--- config.mk ---
export PLATFORM = sky130hd
export DESIGN_NAME = ics_switch_ctrl
export DESIGN_NICKNAME = d
export VERILOG_FILES = /design/src/core/ics_sync.v /design/src/core/ics_switch_ctrl.v
export VERILOG_INCLUDE_DIRS = /design/src /design/src/core
export SDC_FILE = /design/constraint.sdc
export NUM_CORES = 1
export LEC_CHECK = 0
export BUFFER_PORTS_ARGS = -buffer_cell sky130_fd_sc_hd__buf_4
export CORE_UTILIZATION = 59
export CTS_CLUSTER_DIAMETER = 50
export DETAILED_ROUTE_END_ITERATION = 8
export HOLD_SLACK_MARGIN = 0.02
export PLACE_DENSITY = 0.79
export RECOVER_POWER = 50
export SLEW_MARGIN = 30
export SYNTH_ARGS = -nofsm -noshare
export SYNTH_HDL_FRONTEND = slang
export SYNTH_SLANG_ARGS = --single-unit
--- constraint.sdc ---
create_clock -name i_ref_clk -period 2.3 [get_ports i_ref_clk]
set_input_delay 0.46 -clock i_ref_clk [delete_from_list [all_inputs] [get_ports i_ref_clk]]
set_output_delay 0.46 -clock i_ref_clk [all_outputs]
set_load 0.02 [all_outputs]
--- src/core/ics_regs.vh ---
// Constants for the eight-channel serial bus switch control logic.
// Assumes inclusion by core design files only.
`ifndef ICS_REGS_VH
`define ICS_REGS_VH
`define ICS_ADDR_BASE 4'hE
`define ICS_SEL_RESET 8'h00
`define ICS_RW_READ 1'b1
`define ICS_RW_WRITE 1'b0
`define ICS_RST_LOW_MIN_NS 500
`define ICS_CLK_PERIOD_NS 5
`define ICS_RST_LOW_CYC ((`ICS_RST_LOW_MIN_NS + `ICS_CLK_PERIOD_NS - 1) / `ICS_CLK_PERIOD_NS)
`define ICS_SYNC_STAGES 3
`endif

--- src/core/ics_sync.v ---
// Three-stage pin synchroniser with agreement filter.
// Assumes an asynchronous input and one reference clock.
`timescale 1ns/10ps
`default_nettype none
module ics_sync (
  input wire i_ref_clk,
  input wire i_rst_n,
  input wire i_pin,
  output reg o_level
);
  reg [2:0] stage;
  always @(posedge i_ref_clk) begin
    if (!i_rst_n) begin
      stage <= 3'h7;
      o_level <= 1'b1;
    end else begin
      stage <= {stage[1:0], i_pin};
      // First stage only feeds the second
      if (stage[1] == stage[2]) begin
        o_level <= stage[2];
      end
    end
  end
endmodule
`default_nettype wire

--- src/core/ics_switch_ctrl.v ---
// Serial target control for an eight-channel bus switch.
// Assumes bus lines arrive asynchronous; open-drain data via output enable.
`timescale 1ns/10ps
`default_nettype none
`include "ics_regs.vh"
// Overview of operation
// - Address is 0x70 plus select pins
// - Write bit zero; acknowledge address, take byte
// - After read acknowledge, device shifts register out
// - Drive data per byte, release after not-acknowledge
// - Byte after write address is stored
// - Register readable; read returns stored value
// - Bit n enables downstream channel n
// - Any channel combination allowed
// - New selection applied only after stop
// - Acknowledge every byte, keep last one
// - Reset value all zeros, no channel
// - Reset pin held low clears everything
// - Power-on reset holds defaults while low
// - Power-on release starts from defaults
// - Further power-on reset needs supply cycle
module ics_switch_ctrl (
  input wire i_ref_clk,
  input wire i_rst_n,
  input wire i_por_n,
  input wire i_reset_pin_n,
  input wire i_scl,
  input wire i_sda,
  input wire i_address_select_low,
  input wire i_address_select_mid,
  input wire i_address_select_high,
  output wire o_sda_out,
  output reg o_sda_oe,
  output reg [7:0] o_channel_enable,
  output reg [7:0] o_channel_select
);
  // One-hot so each state test is a single flop
  localparam ST_IDLE = 6'h01;
  localparam ST_ADDR = 6'h02;
  localparam ST_AACK = 6'h04;
  localparam ST_WDAT = 6'h08;
  localparam ST_RDAT = 6'h10;
  localparam ST_RACK = 6'h20;
  localparam [31:0] RST_CYC_W = `ICS_RST_LOW_CYC;
  localparam [9:0] RST_CYC = RST_CYC_W[9:0];

  wire [5:0] pin_raw;
  wire [5:0] pin_s;
  wire [2:0] addr_s;
  wire scl_s;
  wire sda_s;
  wire rpin_s;
  genvar gi;
  reg scl_d;
  reg sda_d;
  reg [5:0] state;
  reg [7:0] shreg;
  reg [3:0] bitcnt;
  reg rw;
  reg pending;
  reg [9:0] rst_cnt;
  wire pin_reset;
  wire any_reset;
  wire scl_rise;
  wire scl_fall;
  wire start_c;
  wire stop_c;
  wire [6:0] own_addr;

  // Straps are pins too, so they share the same filter
  assign pin_raw = {i_address_select_high, i_address_select_mid, i_address_select_low,
    i_reset_pin_n, i_sda, i_scl};
  generate
    for (gi = 0; gi < 6; gi = gi + 1) begin : g_sync
      ics_sync u_sync (.i_ref_clk(i_ref_clk), .i_rst_n(i_rst_n), .i_pin(pin_raw[gi]),
        .o_level(pin_s[gi]));
    end
  endgenerate
  assign scl_s = pin_s[0];
  assign sda_s = pin_s[1];
  assign rpin_s = pin_s[2];
  assign addr_s = pin_s[5:3];

  // Low-time filter keeps short glitches from wiping the selection
  always @(posedge i_ref_clk) begin
    if (!i_rst_n || rpin_s) begin
      rst_cnt <= 10'h000;
    end else if (rst_cnt != RST_CYC) begin
      rst_cnt <= rst_cnt + 10'h001;
    end
  end
  assign pin_reset = (rst_cnt == RST_CYC);
  // Power-on input held low by the supply monitor; cleared only by a supply cycle
  assign any_reset = !i_rst_n || !i_por_n || pin_reset;

  assign own_addr = {`ICS_ADDR_BASE, addr_s[2], addr_s[1], addr_s[0]};
  // Edges seen through the filter, a few cycles behind the pins
  assign scl_rise = scl_s && !scl_d;
  assign scl_fall = !scl_s && scl_d;
  assign start_c = scl_s && scl_d && sda_d && !sda_s;
  assign stop_c = scl_s && scl_d && !sda_d && sda_s;
  // Open drain: only ever pulls low
  assign o_sda_out = 1'b0;

  // Shared by the first bit and the rest of a read byte
  function drive_low;
    input [7:0] value;
    input [2:0] idx;
    begin
      drive_low = !value[idx];
    end
  endfunction

  // Every reset source clears the same set of flops
  always @(posedge i_ref_clk) begin
    if (any_reset) begin
      scl_d <= 1'b1;
      sda_d <= 1'b1;
      state <= ST_IDLE;
      shreg <= 8'h00;
      bitcnt <= 4'h0;
      rw <= 1'b0;
      pending <= 1'b0;
      o_sda_oe <= 1'b0;
      o_channel_select <= `ICS_SEL_RESET;
      o_channel_enable <= `ICS_SEL_RESET;
    end else begin
      scl_d <= scl_s;
      sda_d <= sda_s;
      if (start_c) begin
        state <= ST_ADDR;
        bitcnt <= 4'h0;
        o_sda_oe <= 1'b0;
      end else if (stop_c) begin
        state <= ST_IDLE;
        o_sda_oe <= 1'b0;
        // Lines are high at stop, so connecting now makes no false edges
        if (pending) begin
          o_channel_enable <= o_channel_select;
          pending <= 1'b0;
        end
      end else begin
        case (state)
          ST_IDLE: begin
            o_sda_oe <= 1'b0;
          end
          ST_ADDR: begin
            if (scl_rise) begin
              shreg <= {shreg[6:0], sda_s};
              bitcnt <= bitcnt + 4'h1;
            end else if (scl_fall && bitcnt == 4'h8) begin
              bitcnt <= 4'h0;
              if (shreg[7:1] == own_addr) begin
                rw <= shreg[0];
                o_sda_oe <= 1'b1;
                state <= ST_AACK;
              end else begin
                // Foreign address: stay off the bus until the next start
                state <= ST_IDLE;
              end
            end
          end
          ST_AACK: begin
            if (scl_fall) begin
              if (rw == `ICS_RW_READ) begin
                // Reload so every byte returns the stored value
                shreg <= o_channel_select;
                o_sda_oe <= drive_low(o_channel_select, 3'h7);
                bitcnt <= 4'h1;
                state <= ST_RDAT;
              end else begin
                o_sda_oe <= 1'b0;
                bitcnt <= 4'h0;
                state <= ST_WDAT;
              end
            end
          end
          ST_WDAT: begin
            if (scl_rise) begin
              shreg <= {shreg[6:0], sda_s};
              bitcnt <= bitcnt + 4'h1;
            end else if (scl_fall && bitcnt == 4'h8) begin
              // Each byte overwrites; only the last survives to the stop
              o_channel_select <= shreg;
              pending <= 1'b1;
              o_sda_oe <= 1'b1;
              state <= ST_AACK;
            end
          end
          ST_RDAT: begin
            if (scl_fall) begin
              if (bitcnt == 4'h8) begin
                o_sda_oe <= 1'b0;
                state <= ST_RACK;
              end else begin
                o_sda_oe <= drive_low(shreg, 3'h7 - bitcnt[2:0]);
                bitcnt <= bitcnt + 4'h1;
              end
            end
          end
          ST_RACK: begin
            if (scl_rise) begin
              // Not-acknowledge: stay off the line until the next start
              state <= sda_s ? ST_IDLE : ST_AACK;
            end
          end
          default: begin
            state <= ST_IDLE;
          end
        endcase
      end
    end
  end
endmodule
`default_nettype wire

-- Yosys cells after proc, flatten, opt, wreduce, memory -nomap -nowiden
Cells that the tools add are included.
- flip-flop bits (word level): 73
- input port bits: 9
- output and inout bits: 18
- logic and storage cells: 148
- add/subtract/negate cells: 3
- $lt $le $gt $ge: 1
- equality and inequality tests: 40
- multiplexer cells: 40
- bitwise logic cells: 4
- reduce and logical (&&, ||, !) cells: 36
- operators with widths (cell ; number):
    $mux W6 ; 8
    $pmux W6 S6 ; 1
    $ne A4 B4 Y1 const B ; 8
    $mux W4 ; 6
    $mux W8 ; 3
    $ne A2 B2 Y1 const B ; 12
    $reduce_and A9 Y1 ; 2
    $pmux W4 S4 ; 1
    $pmux W8 S2 ; 1
    $mux W1 ; 13
    $reduce_and A6 Y1 ; 2
    $add A10 B1 Y10 const B ; 1
    $eq A10 B7 Y1 const B ; 1
    $ne A10 B7 Y1 const B ; 1
    $logic_and A1 B1 Y1 ; 8
    $logic_not A1 Y1 ; 8
    $reduce_and A8 Y1 ; 1
    $eq A7 B7 Y1 ; 1
    $reduce_and A7 Y1 ; 1
    $eq A1 B1 Y1 ; 6
    $eq A6 B1 Y1 const B ; 1
    $eq A6 B2 Y1 const B ; 1
    $eq A6 B3 Y1 const B ; 1
    $eq A6 B4 Y1 const B ; 1
    other kinds (23) ; 35

-- Depth between registers and ports, before layout
Gate-level depths: netlist of the first run.
- depth in word-level cells: 8
- mapped depth: 8
- gate-level depth less buffers: 7

-- Cells and area by module
Synthesis of the first run repeated with hierarchy kept, for this count alone.
- cell total of the unflattened synthesis: 355
- area total of the unflattened synthesis: 3236.9 um^2
- by module, submodules not included (module ; instances ; cells an instance ; area an instance (um^2) ; sequential area each (um^2)):
    ics_switch_ctrl ; 1 ; 295 ; 2561.2 ; 980.9
    ics_sync ; 6 ; 10 ; 112.6 ; 80.1

-- Least setup slack after synthesis of the first run
OpenSTA, ideal clock, no wires.
- path kind: register -> register
- from: register rst_cnt[0]
- to: register state[2]
- data arrival time: 1830 ps
- data required time: 2185 ps
- slack: 355 ps
- cell stages (with the launch flop): 8
- period minus slack after synthesis: 1945 ps
- cells stage by stage: dfxtp_1 inv_1 ha_1 or4b_1 o311ai_4 nor2_1 nand2_1 o21ba_2
- word-level cells in the longest chain between the ends: 3
- ends and longest elaborated chain (what ; RTL line ; text):
    start, declared ; ics_switch_ctrl.v:61 ; reg [9:0] rst_cnt;
    start signal, assigned ; ics_switch_ctrl.v:89 ; rst_cnt <= rst_cnt + 10'h001;
    $eq A10 B7 Y1 ; ics_switch_ctrl.v:92 ; assign pin_reset = (rst_cnt == RST_CYC);
    $logic_or A1 B1 Y1 ; ics_switch_ctrl.v:94 ; assign any_reset = !i_rst_n || !i_por_n || pin_reset;
    $reduce_or A3 Y1 (no line) ; -- ;
    end signal, assigned ; ics_switch_ctrl.v:204 ; state <= sda_s ? ST_IDLE : ST_AACK;
    end, declared ; ics_switch_ctrl.v:56 ; reg [5:0] state;
No other way between the ends.
A chain may end at the register's enable or synchronous reset.

-- Final worst setup path of the first run
- from: register state[0]
- to: register shreg[0]
- word-level cells in the longest chain between the ends: 4
- elaborated cells between the ends (all ways): 10
- those cells by class: 6 x eq/ne; 1 x mux; 3 x reduce/logical
- ends and longest elaborated chain (what ; RTL line ; text):
    $eq A6 B4 Y1 or $eq A6 B2 Y1 (tied branches) ; ics_switch_ctrl.v:143 ; case (state)
    $reduce_or A2 Y1 (no line) ; -- ;
    $ne A2 B1 Y1 (no line) or $reduce_bool A2 Y1 (tied branches) ; -- ;
    $reduce_and A6 Y1 (no line) ; -- ;
    end signal, assigned ; ics_switch_ctrl.v:149 ; shreg <= {shreg[6:0], sda_s};
    end signal, assigned ; ics_switch_ctrl.v:167 ; shreg <= o_channel_select;
    end signal, assigned ; ics_switch_ctrl.v:180 ; shreg <= {shreg[6:0], sda_s};
    end, declared ; ics_switch_ctrl.v:57 ; reg [7:0] shreg;
Several ways; a longest one is shown, not always the timed one.

==> impl_metrics.csv, run 1 <==
group,metric,value,unit
sta,fin_hold_ws,0.296,ns
finish,final_cell_mix,"dfxtp_1 (73), nor2_1 (42), nand2_1 (38)",
logic_synthesis,asyncSetResetFlopFracSynth,0,%
logic_synthesis,ys_seq_area_share,45.1,%
placement,dpl_cell_area,3450,um2
clocking,cts_hold_buf,0,
global_route,grt_overflow_total,0,
floorplan,ioPinCount,27,
floorplan,die-area,5790,um2
setup_path,cp-end-kind,"flop",
logic_synthesis,synthesis.nets,364,
run_status,status,"finished clean",
sta,period_share,92.7,%
finish,postLayoutCellArea,3550,um2
power,comb_power_share,2.0,%
sta,setup_ws,0.168,ns
min_path,min_path_type,"primary input to flop",
sta,rsz0062_at_grt,"no",
setup_path,crit_type,"flop to flop",
clocking,clk_pin_slew,0.07,ns
clocking,postCtsSetupBuffers,0,
global_route,grt_usage,24.2,%
sta,fin_tns_setup,0,ns
logic_synthesis,yosysWarnings,0,
sta,finalHoldViolCount,0,
setup_path,critPathArrivalTime,2.39,ns
global_route,grt_max_degree,27,
sta,slew_violations,0,
logic_synthesis,synth_top_family_by_area,"simple AND/OR/NAND/NOR gates",
logic_synthesis,synthAdderAreaFrac,1.55,%
clocking,cts_tree,"yes",
power,p_sw,0.484,mW
setup_path,r2r_slack,0.17,ns
route,vias_per_cell,5.65,
sta,fin_skew,0.00760,ns
logic_synthesis,synth_top_area_share,45.1,%
floorplan,die_height,76.1,um
floorplan,die_x,76.1,um
clocking,ctsLongestPathBuffers,2,
logic_synthesis,synth_xor_area_share,2.98,%
run,max_cap_viol_count,0,
clocking,clock_sink_count,73,
route,vias,2563,
floorplan,rows,26,
route,drc,0,
finish,final_common_cell,"dfxtp_1",
floorplan,design.core.area,5200,um2
logic_synthesis,synth_area,3240,um2
finish,diodes,0,
clocking,clock_latency,0.35,ns
power,p_leak,1.25,nW
logic_synthesis,synth.distinct_cells,62,
global_route,grt_pass1_wl,11000,um
sta,tightestPinTransition,0.908,ns
logic_synthesis,synth_top_area_cell,"dfxtp_1",
logic_synthesis,synthSimpleGateAreaFrac,26.5,%
logic_synthesis,synth_compound_area_share,14.4,%
placement,place.gp.congestion,0.873,
logic_synthesis,synth_area_leaders,"dfxtp_1 (45%), nor2_1 (4.9%), nand2_1 (4.4%)",
clocking,cts_root_buffer,"clkbuf_8",
power,pwr-share-clk,41.5,%
logic_synthesis,synthCells,351,
finish,syn2layout_area_growth,9.74,%
finish,nFillCells,449,
sta,fmax,469,MHz
logic_synthesis,syn_area_per_cell,9.23,um2
floorplan,start_util,62.2,%
logic_synthesis,synthFlopType,"dfxtp_1",
setup_path,cp.required,2.55,ns
route,ant_nets,0,
power,powerDensity,639,nW/um2
placement,io_buffers,25,
clocking,post_cts_resized,0,
placement,hpwl,4500,um
finish,nets,393,
global_route,antenna_found_initial,0,
route,wl,6430,um
setup_path,crit_fanout,16,
logic_synthesis,synthMuxAreaShare,4.79,%
power,p_int,1.79,mW
clocking,cts_buffers,9,
sta,period_minus_slack,2.13,ns
route,wl_per_cell,14.2,um
logic_synthesis,synth_edf_count,0,
setup_path,critical_path.startpoint_type,"flop",
global_route,grt_pass1_vias,2348,
route,firstDrtPassIters,5,
route,drt_iter0_drc,235,
power,sw_frac_of_total,21.3,%
power,pwr-share-seq,56.4,%
logic_synthesis,ys_ff_latch,73,
clocking,htree_levels,3,
sta,final-setup-viol-count,0,
finish,layout-drive-gt1-share,11.7,%
power,vdd.ir_drop.worst,0.437,mV
placement,detailedPlace.worstSlack,0.172,ns
sta,slew_headroom,39.5,%
[layout make-up]
type / instances / area [um2] / share of cell area [%]
tap: 70 / 87.6 / 2.46
clock buffer: 11 / 131 / 3.70
inverter: 8 / 30.0 / 0.845
multi-input combinational: 256 / 1630 / 45.8
clock inverter: 4 / 45.0 / 1.27
sequential: 73 / 1460 / 41.1
timing repair buffer: 32 / 169 / 4.75
[path summary, 6_finish.rpt]
path	endpoint	depth (start not counted)	startpoint
setup reg to reg	shreg[0]	5	state[0]
setup / recovery	shreg[0]	5	state[0]
hold / removal	g_sync[3].u_sync.stage[0]	2	i_address_select_low
hold reg to reg	g_sync[5].u_sync.stage[1]	1	g_sync[5].u_sync.stage[0]
[kinds of logic (layout without fill, tap and decap cells)]
logic type,count (synthesis),in the layout
buffers and inverters,22,55
other,1,1
xor gates and xnor gates,11,11
AOI/OAI and AO/OA,62,62
DFF,73,73
and+or+nand+nor,165,165
muxes,13,13
adders and majority gates,4,4
[layer usage]
metal  vias to the layer above  wire [um]  global-route usage (%)  part of all wire [%]
met3                        13        315                    5.75                   4.9
met4                         0        140                    12.1                   2.2
li1                       1292          -                       -                     -
met5                         -          0                       0                     0
met2                        77       3020                    39.1                    47
met1                      1181       2960                    30.3                    46
[power groups by stage]
stage	Combinational, mW	Clock [mW]	Sequential (mW)
2_1_floorplan	0.0335	0	1.31
3_3_place_gp	0.0468	0	1.31
3_5_place_dp	0.0484	0	1.31
4_1_cts	0.0484	0.968	1.28
5_1_grt	0.0504	1.03	1.28
6_report	0.0464	0.944	1.28
[worst max-delay path, stage by stage, from the launching register on]
cell      delay (ns)
dfxtp_1         0.35
or4_1           0.58
nor2_1          0.43
a32o_4          0.35
nor2_1          0.07
a311oi_1        0.26
[metrics by stage]
| stage | instances | util, % | total power [mW] |
|---|---|---|---|
| after floorplan | 351 | - | 1.34 |
| after global placement | 439 | 66.3 | 1.36 |
| after detailed placement | 439 | 66.3 | 1.36 |
| after CTS | 454 | 69.6 | 2.30 |
| after global routing | 454 | 68.3 | 2.36 |
| final | 454 | 68.3 | 2.27 |
[flip-flops by register name, summed over array words and instances (netlist names)]
register               flops
g_sync.u_sync.stage       18
rst_cnt                   10
o_channel_enable           8
o_channel_select           8
shreg                      8
g_sync.u_sync.o_level      6
state                      6
bitcnt                     4
o_sda_oe                   1
pending                    1
rw                         1
scl_d                      1
sda_d                      1
[synth_stat cells (3+ instances only)]
cell type,number
nand3_1,15
mux2i_1,11
dfxtp_1,73
nand2b_1,22
clkbuf_8,3
nand2_1,38
ha_1,4
a211oi_1,4
nor2_1,42
o22ai_1,3
nor2b_1,4
inv_1,8
or4_1,4
clkbuf_1,7
nor3_1,13
or2_2,3
a21oi_1,19
xnor2_1,6
nor3b_1,4
o21ai_0,8
a311oi_1,6
xor2_1,5
Note: power is estimated with default switching activity, not from simulation.
==> run 2: changes to the inputs <==
--- a/config.mk
+++ b/config.mk
@@ -6,6 +6,7 @@
 export SDC_FILE = /design/constraint.sdc
 export NUM_CORES = 1
 export LEC_CHECK = 0
+export ABC_AREA = 1
 export BUFFER_PORTS_ARGS = -buffer_cell sky130_fd_sc_hd__buf_4
 export CORE_UTILIZATION = 59
 export CTS_CLUSTER_DIAMETER = 50
==> run 2 against run 1 <==
Sequential cell count unchanged; maximum frequency increased by 7.4%; critical path depth increased by 4.
==> impl_metrics.csv, run 2 <==
group,metric,value,unit
route,vias,3063,
global_route,grt_max_degree,25,
sta,fin_tns_setup,0,ns
finish,layout-drive-gt1-share,12.3,%
floorplan,die_x,77.2,um
finish,nFillCells,480,
logic_synthesis,synth_common_cells,"nand2_1 (105), dfxtp_1 (73), inv_1 (51)",
logic_synthesis,asyncSetResetFlopFracSynth,0,%
route,firstDrtPassIters,5,
clocking,postCtsSetupBuffers,0,
logic_synthesis,synth_top_area_share,43.8,%
floorplan,start_util,61.0,%
finish,largest_reg_flops,18,
sta,tightestPinTransition,0.522,ns
clocking,clk_pin_slew,0.08,ns
logic_synthesis,syn_area_per_cell,7.22,um2
setup_path,cp.required,2.59,ns
logic_synthesis,synthCells,462,
power,p_leak,1.52,nW
logic_synthesis,synth_edf_count,0,
logic_synthesis,synth.distinct_cells,32,
power,vdd.ir_drop.worst,0.615,mV
finish,final_common_cell,"nand2_1",
sta,setup_ws,0.314,ns
sta,fin_skew,0.00840,ns
finish,top_regs,"g_sync.u_sync.stage (18), rst_cnt (10)",
route,wl,7160,um
sta,finalHoldViolCount,0,
route,wl_per_cell,12.7,um
clocking,cts_hold_buf,0,
clocking,cts_tree,"yes",
finish,syn2layout_area_growth,12.0,%
setup_path,critPathArrivalTime,2.27,ns
setup_path,critPathSlowestCell,"dfxtp_1",
clocking,cts_buffers,9,
setup_path,critical_path.startpoint_type,"flop",
setup_path,crit_fanout,11,
floorplan,ioPinCount,27,
clocking,htree_levels,3,
floorplan,rows,27,
clocking,clock_latency,0.35,ns
global_route,grt_pass1_wl,12000,um
setup_path,cp-end-kind,"flop",
logic_synthesis,ys_seq_area_share,43.8,%
logic_synthesis,synth_top_area_cell,"dfxtp_1",
route,drc,0,
global_route,grt_pass1_vias,2668,
sta,period_share,86.4,%
placement,dp.cells,550,
sta,period_minus_slack,1.99,ns
finish,final_cell_mix,"nand2_1 (105), dfxtp_1 (73), inv_1 (51)",
setup_path,crit_type,"flop to flop",
run,max_cap_viol_count,0,
clocking,ctsLongestPathBuffers,2,
setup_path,cp_cell_sequence,"inv_1 -> ha_1 -> nand2_1 -> nor2_1 -> nand2_1 -> nor2_2 -> buf_4 -> o21ai_0 -> a21oi_1",
logic_synthesis,synthesis.nets,475,
route,ant_nets,0,
logic_synthesis,ys_ff_latch,73,
global_route,grt_usage,25.5,%
min_path,min_path_type,"primary input to flop",
clocking,post_cts_resized,0,
placement,io_buffers,25,
logic_synthesis,synthFlopType,"dfxtp_1",
finish,nets,502,
sta,final-setup-viol-count,0,
global_route,grt_overflow_total,0,
setup_path,cp_common_cell,"nand2_1",
logic_synthesis,synth_area,3340,um2
setup_path,critPathMaxStageDelay,0.39,ns
placement,place.gp.congestion,1.03,
logic_synthesis,synthMostInstantiatedCell,"nand2_1",
run_status,status,"finished clean",
clocking,cts_root_buffer,"clkbuf_8",
placement,hpwl,5140,um
finish,diodes,0,
sta,slew_violations,0,
sta,rsz0062_at_grt,"no",
clocking,clock_sink_count,73,
logic_synthesis,synth_area_leaders,"dfxtp_1 (44%), nand2_1 (12%), nand3_1 (7.0%)",
route,vias_per_cell,5.41,
route,drt_iter0_drc,270,
sta,fmax,503,MHz
sta,slew_headroom,65.2,%
floorplan,die_height,77.2,um
logic_synthesis,yosysWarnings,0,
power,powerDensity,672,nW/um2
placement,detailedPlace.worstSlack,0.379,ns
finish,regMostFlops,"g_sync.u_sync.stage",
floorplan,die-area,5960,um2
global_route,antenna_found_initial,0,
floorplan,design.core.area,5470,um2
finish,fin_cells,566,
==> run 2: cell count changes after synthesis, sizes merged, moves of 11 or more <==
cell and change:
o21ai +21, a21oi +28, or2 +13, inv +44, nand2b -22, nand3 +35, nor3 -11, nand2 +70
mux2i -11
==> run 2: where the power goes <==
| part | internal [mW] | leakage, nW | switching (mW) | total, mW |
|---|---|---|---|---|
| Sequential | 1.28 | 0.592 | 0.00783 | 1.29 |
| Clock | 0.624 | 0.116 | 0.521 | 1.14 |
| Combinational | 0.0322 | 0.815 | 0.0505 | 0.0827 |
| Total | 1.93 | 1.52 | 0.579 | 2.51 |
==> run 2: final timing paths <==
path | startpoint | end | slack (ns) | cells after the start
hold / removal | i_address_select_mid | g_sync[4].u_sync.stage[0] | 0.29 | 2
setup reg to reg | bitcnt[0] | o_channel_select[2] | 0.31 | 9
setup / recovery | bitcnt[0] | o_channel_select[2] | 0.31 | 9
hold reg to reg | g_sync[2].u_sync.stage[0] | g_sync[2].u_sync.stage[1] | 0.41 | 1
==> run 2: cell families after synthesis <==
logic type      synth area share [%]
simple gates                    32.8
compound gates                  12.8
fa+ha+maj                       1.50
xor+xnor                        1.05
other cells                    0.112
buf+inv                         7.91
flops                           43.8
==> run 2: area by class of cell <==
type	count	area [um2]	share of cell area, %
Timing Repair Buffer	27	150	4.02
Sequential cell	73	1460	39.1
Clock buffer	9	124	3.31
Multi-Input combinational cell	326	1610	43.1
Inverter	52	198	5.29
Clock inverter	7	103	2.75
Tap cell	72	90.1	2.41
==> run 2: metal layers <==
metal	GRT usage (%)	vias to the layer above	wire length (um)
met4	12.5	0	127
met5	0	-	0
li1	-	1559	-
met2	39.9	93	3300
met1	33.8	1400	3410
met3	4.29	11	323
==> run 2: critical path, delay by kind of cell, from the launching register on <==
| family | cells | cell delay [ns] |
|---|---|---|
| simple gates | 4 | 0.70 |
| flops | 1 | 0.39 |
| compound gates | 2 | 0.21 |
| buf+inv | 2 | 0.43 |
| fa+ha+maj | 1 | 0.20 |
==> run 2: stage by stage <==
stage	utilization [%]	area (um2)	hold WS (ns)	power [mW]
2_1_floorplan	-	3340	0.393	1.37
3_3_place_gp	65.1	3560	0.395	1.39
3_5_place_dp	65.1	3560	0.398	1.40
4_1_cts	69.3	3790	0.278	2.53
5_1_grt	68.3	3740	0.277	2.60
6_report	68.3	3740	0.290	2.51
==> run 3: changes to the inputs <==
--- a/config.mk
+++ b/config.mk
@@ -7,10 +7,11 @@
 export NUM_CORES = 1
 export LEC_CHECK = 0
 export ABC_AREA = 1
-export BUFFER_PORTS_ARGS = -buffer_cell sky130_fd_sc_hd__buf_4
-export CORE_UTILIZATION = 59
+export CORE_UTILIZATION = 63
+export CTS_BUF_LIST = sky130_fd_sc_hd__clkbuf_16
 export CTS_CLUSTER_DIAMETER = 50
 export DETAILED_ROUTE_END_ITERATION = 8
+export DONT_BUFFER_PORTS = 1
 export HOLD_SLACK_MARGIN = 0.02
 export PLACE_DENSITY = 0.79
 export RECOVER_POWER = 50
==> run 3 against run 2 <==
Sequential power about the same; worst setup slack gained 0.081 ns; largest cell class unchanged; critical endpoint is now bitcnt[0]; largest power group is now the clock network; clock-buffer cell count unchanged; highest routed layer unchanged; via count decreased by 4.2%; maximum frequency rose by 4.3%; sequential share of layout area is 0.84 points higher; hold slack worse by 0.061 ns; global-route usage increased by 1.9 points.
==> impl_metrics.csv, run 3 (synthesis gave the netlist of run 2 again) <==
group,metric,value,unit
placement,place.gp.congestion,0.967,
floorplan,start_util,65.3,%
clocking,post_cts_resized,0,
sta,period_share,82.8,%
route,ant_nets,0,
setup_path,critical_path.startpoint_type,"flop",
clocking,cts_hold_buf,0,
finish,diodes,0,
power,p_leak,1.47,nW
setup_path,cp-end-kind,"flop",
finish,nFillCells,417,
route,vias_per_cell,5.44,
run,max_cap_viol_count,0,
finish,nets,477,
floorplan,rows,26,
finish,fin_cells,539,
floorplan,ioPinCount,27,
global_route,grt_overflow_total,0,
clocking,ctsLongestPathBuffers,2,
sta,tightestPinTransition,0.525,ns
clocking,cts_root_buffer,"clkbuf_16",
setup_path,cp.required,2.52,ns
route,wl_per_cell,13.1,um
finish,syn2layout_area_growth,9.64,%
finish,top_regs,"g_sync.u_sync.stage (18), rst_cnt (10)",
clocking,clock_latency,0.33,ns
global_route,grt_pass1_wl,11600,um
setup_path,critPathMaxStageDelay,0.38,ns
route,top_layer,"met4",
sta,fin_hold_ws,0.229,ns
route,drt_iter0_drc,214,
clocking,cts_tree,"yes",
route,wl_met2,3330,um
power,finalPower,2.68,mW
floorplan,die_height,74.8,um
sta,rsz0062_at_grt,"no",
placement,io_buffers,0,
finish,final_common_cell,"nand2_1",
sta,fin_tns_setup,0,ns
route,vias,2934,
clocking,cts_buffers,9,
route,drc,0,
sta,slew_violations,0,
route,wl_met1,3240,um
finish,largest_reg_flops,18,
setup_path,critPathArrivalTime,2.13,ns
global_route,grt_max_degree,25,
floorplan,die-area,5590,um2
placement,hpwl,5050,um
global_route,antenna_found_initial,0,
sta,fin_skew,0.00567,ns
sta,slew_headroom,65.0,%
finish,regMostFlops,"g_sync.u_sync.stage",
clocking,clock_sink_count,73,
clocking,htree_levels,3,
route,wl,7070,um
min_path,min_path_type,"primary input to flop",
power,vdd.ir_drop.worst,0.705,mV
sta,period_minus_slack,1.91,ns
finish,post-route-util,71.6,%
finish,layout-drive-gt1-share,10.7,%
route,firstDrtPassIters,5,
run_status,status,"finished clean",
sta,fmax,525,MHz
route,wl_met3,348,um
floorplan,die_x,74.8,um
finish,final_cell_mix,"nand2_1 (105), dfxtp_1 (73), inv_1 (51)",
global_route,grt_pass1_vias,2526,
clocking,postCtsSetupBuffers,0,
clocking,clk_pin_slew,0.06,ns
setup_path,cp_cell_sequence,"inv_1 -> ha_1 -> nand2_1 -> nor2_1 -> nand2_1 -> nand3_1 -> nand2_1 -> nor2_4 -> nand2_2 -> o21ai_1 -> nor2_1",
power,powerDensity,733,nW/um2
floorplan,design.core.area,5110,um2
setup_path,cp_common_cell,"nand2_1",
sta,finalHoldViolCount,0,
placement,dp.cells,523,
global_route,grt_usage,27.4,%
sta,final-setup-viol-count,0,
setup_path,critPathSlowestCell,"dfxtp_1",
setup_path,crit_fanout,8,
setup_path,crit_type,"flop to flop",
run 3: final timing paths:
path                        startpoint                         to  slack (ns)  cells after the start
max reg2reg                  bitcnt[0]                  bitcnt[0]        0.39                     11
min               i_address_select_low  g_sync[3].u_sync.stage[0]        0.23                      1
min reg2reg  g_sync[0].u_sync.stage[0]  g_sync[0].u_sync.stage[1]        0.41                      1
max                          bitcnt[0]                  bitcnt[0]        0.39                     11
run 3: where the power goes:
| part | switching (mW) | internal, mW | leakage (nW) |
|---|---|---|---|
| combinational | 0.0487 | 0.0239 | 0.744 |
| sequential | 0.00754 | 1.28 | 0.592 |
| clock | 0.573 | 0.748 | 0.131 |
run 3: area by class of cell:
cell class	instances	area (um2)	area share, %
clock inverter	7	60.1	1.64
tap	70	87.6	2.39
clock buffer	9	225	6.16
multi-input combinational	326	1610	44.0
sequential	73	1460	39.9
inverter	52	198	5.40
timing repair buffer	2	15.0	0.410
run 3: metal layers:
layer | GRT usage (%) | vias to the layer above
li1 | - | 1513
met4 | 11.7 | 0
met5 | 0 | -
met2 | 42.9 | 88
met3 | 4.69 | 15
met1 | 37.3 | 1318
run 3: worst max-delay path, delay by kind of cell (launching register included):
kind                       cells  cell delay (ns)
and+or+nand+nor                8             0.90
DFF                            1             0.38
adders and majority gates      1             0.20
buffers and inverters          1             0.19
AOI/OAI and AO/OA              1             0.14
run 3: per-stage QoR:
stage                     setup WS [ns]  instance area [um2]
after floorplan                   0.658                 3340
after global routing              0.174                 3660
after global placement            0.480                 3370
final                             0.395                 3660
after detailed placement          0.438                 3370
after CTS                         0.419                 3660
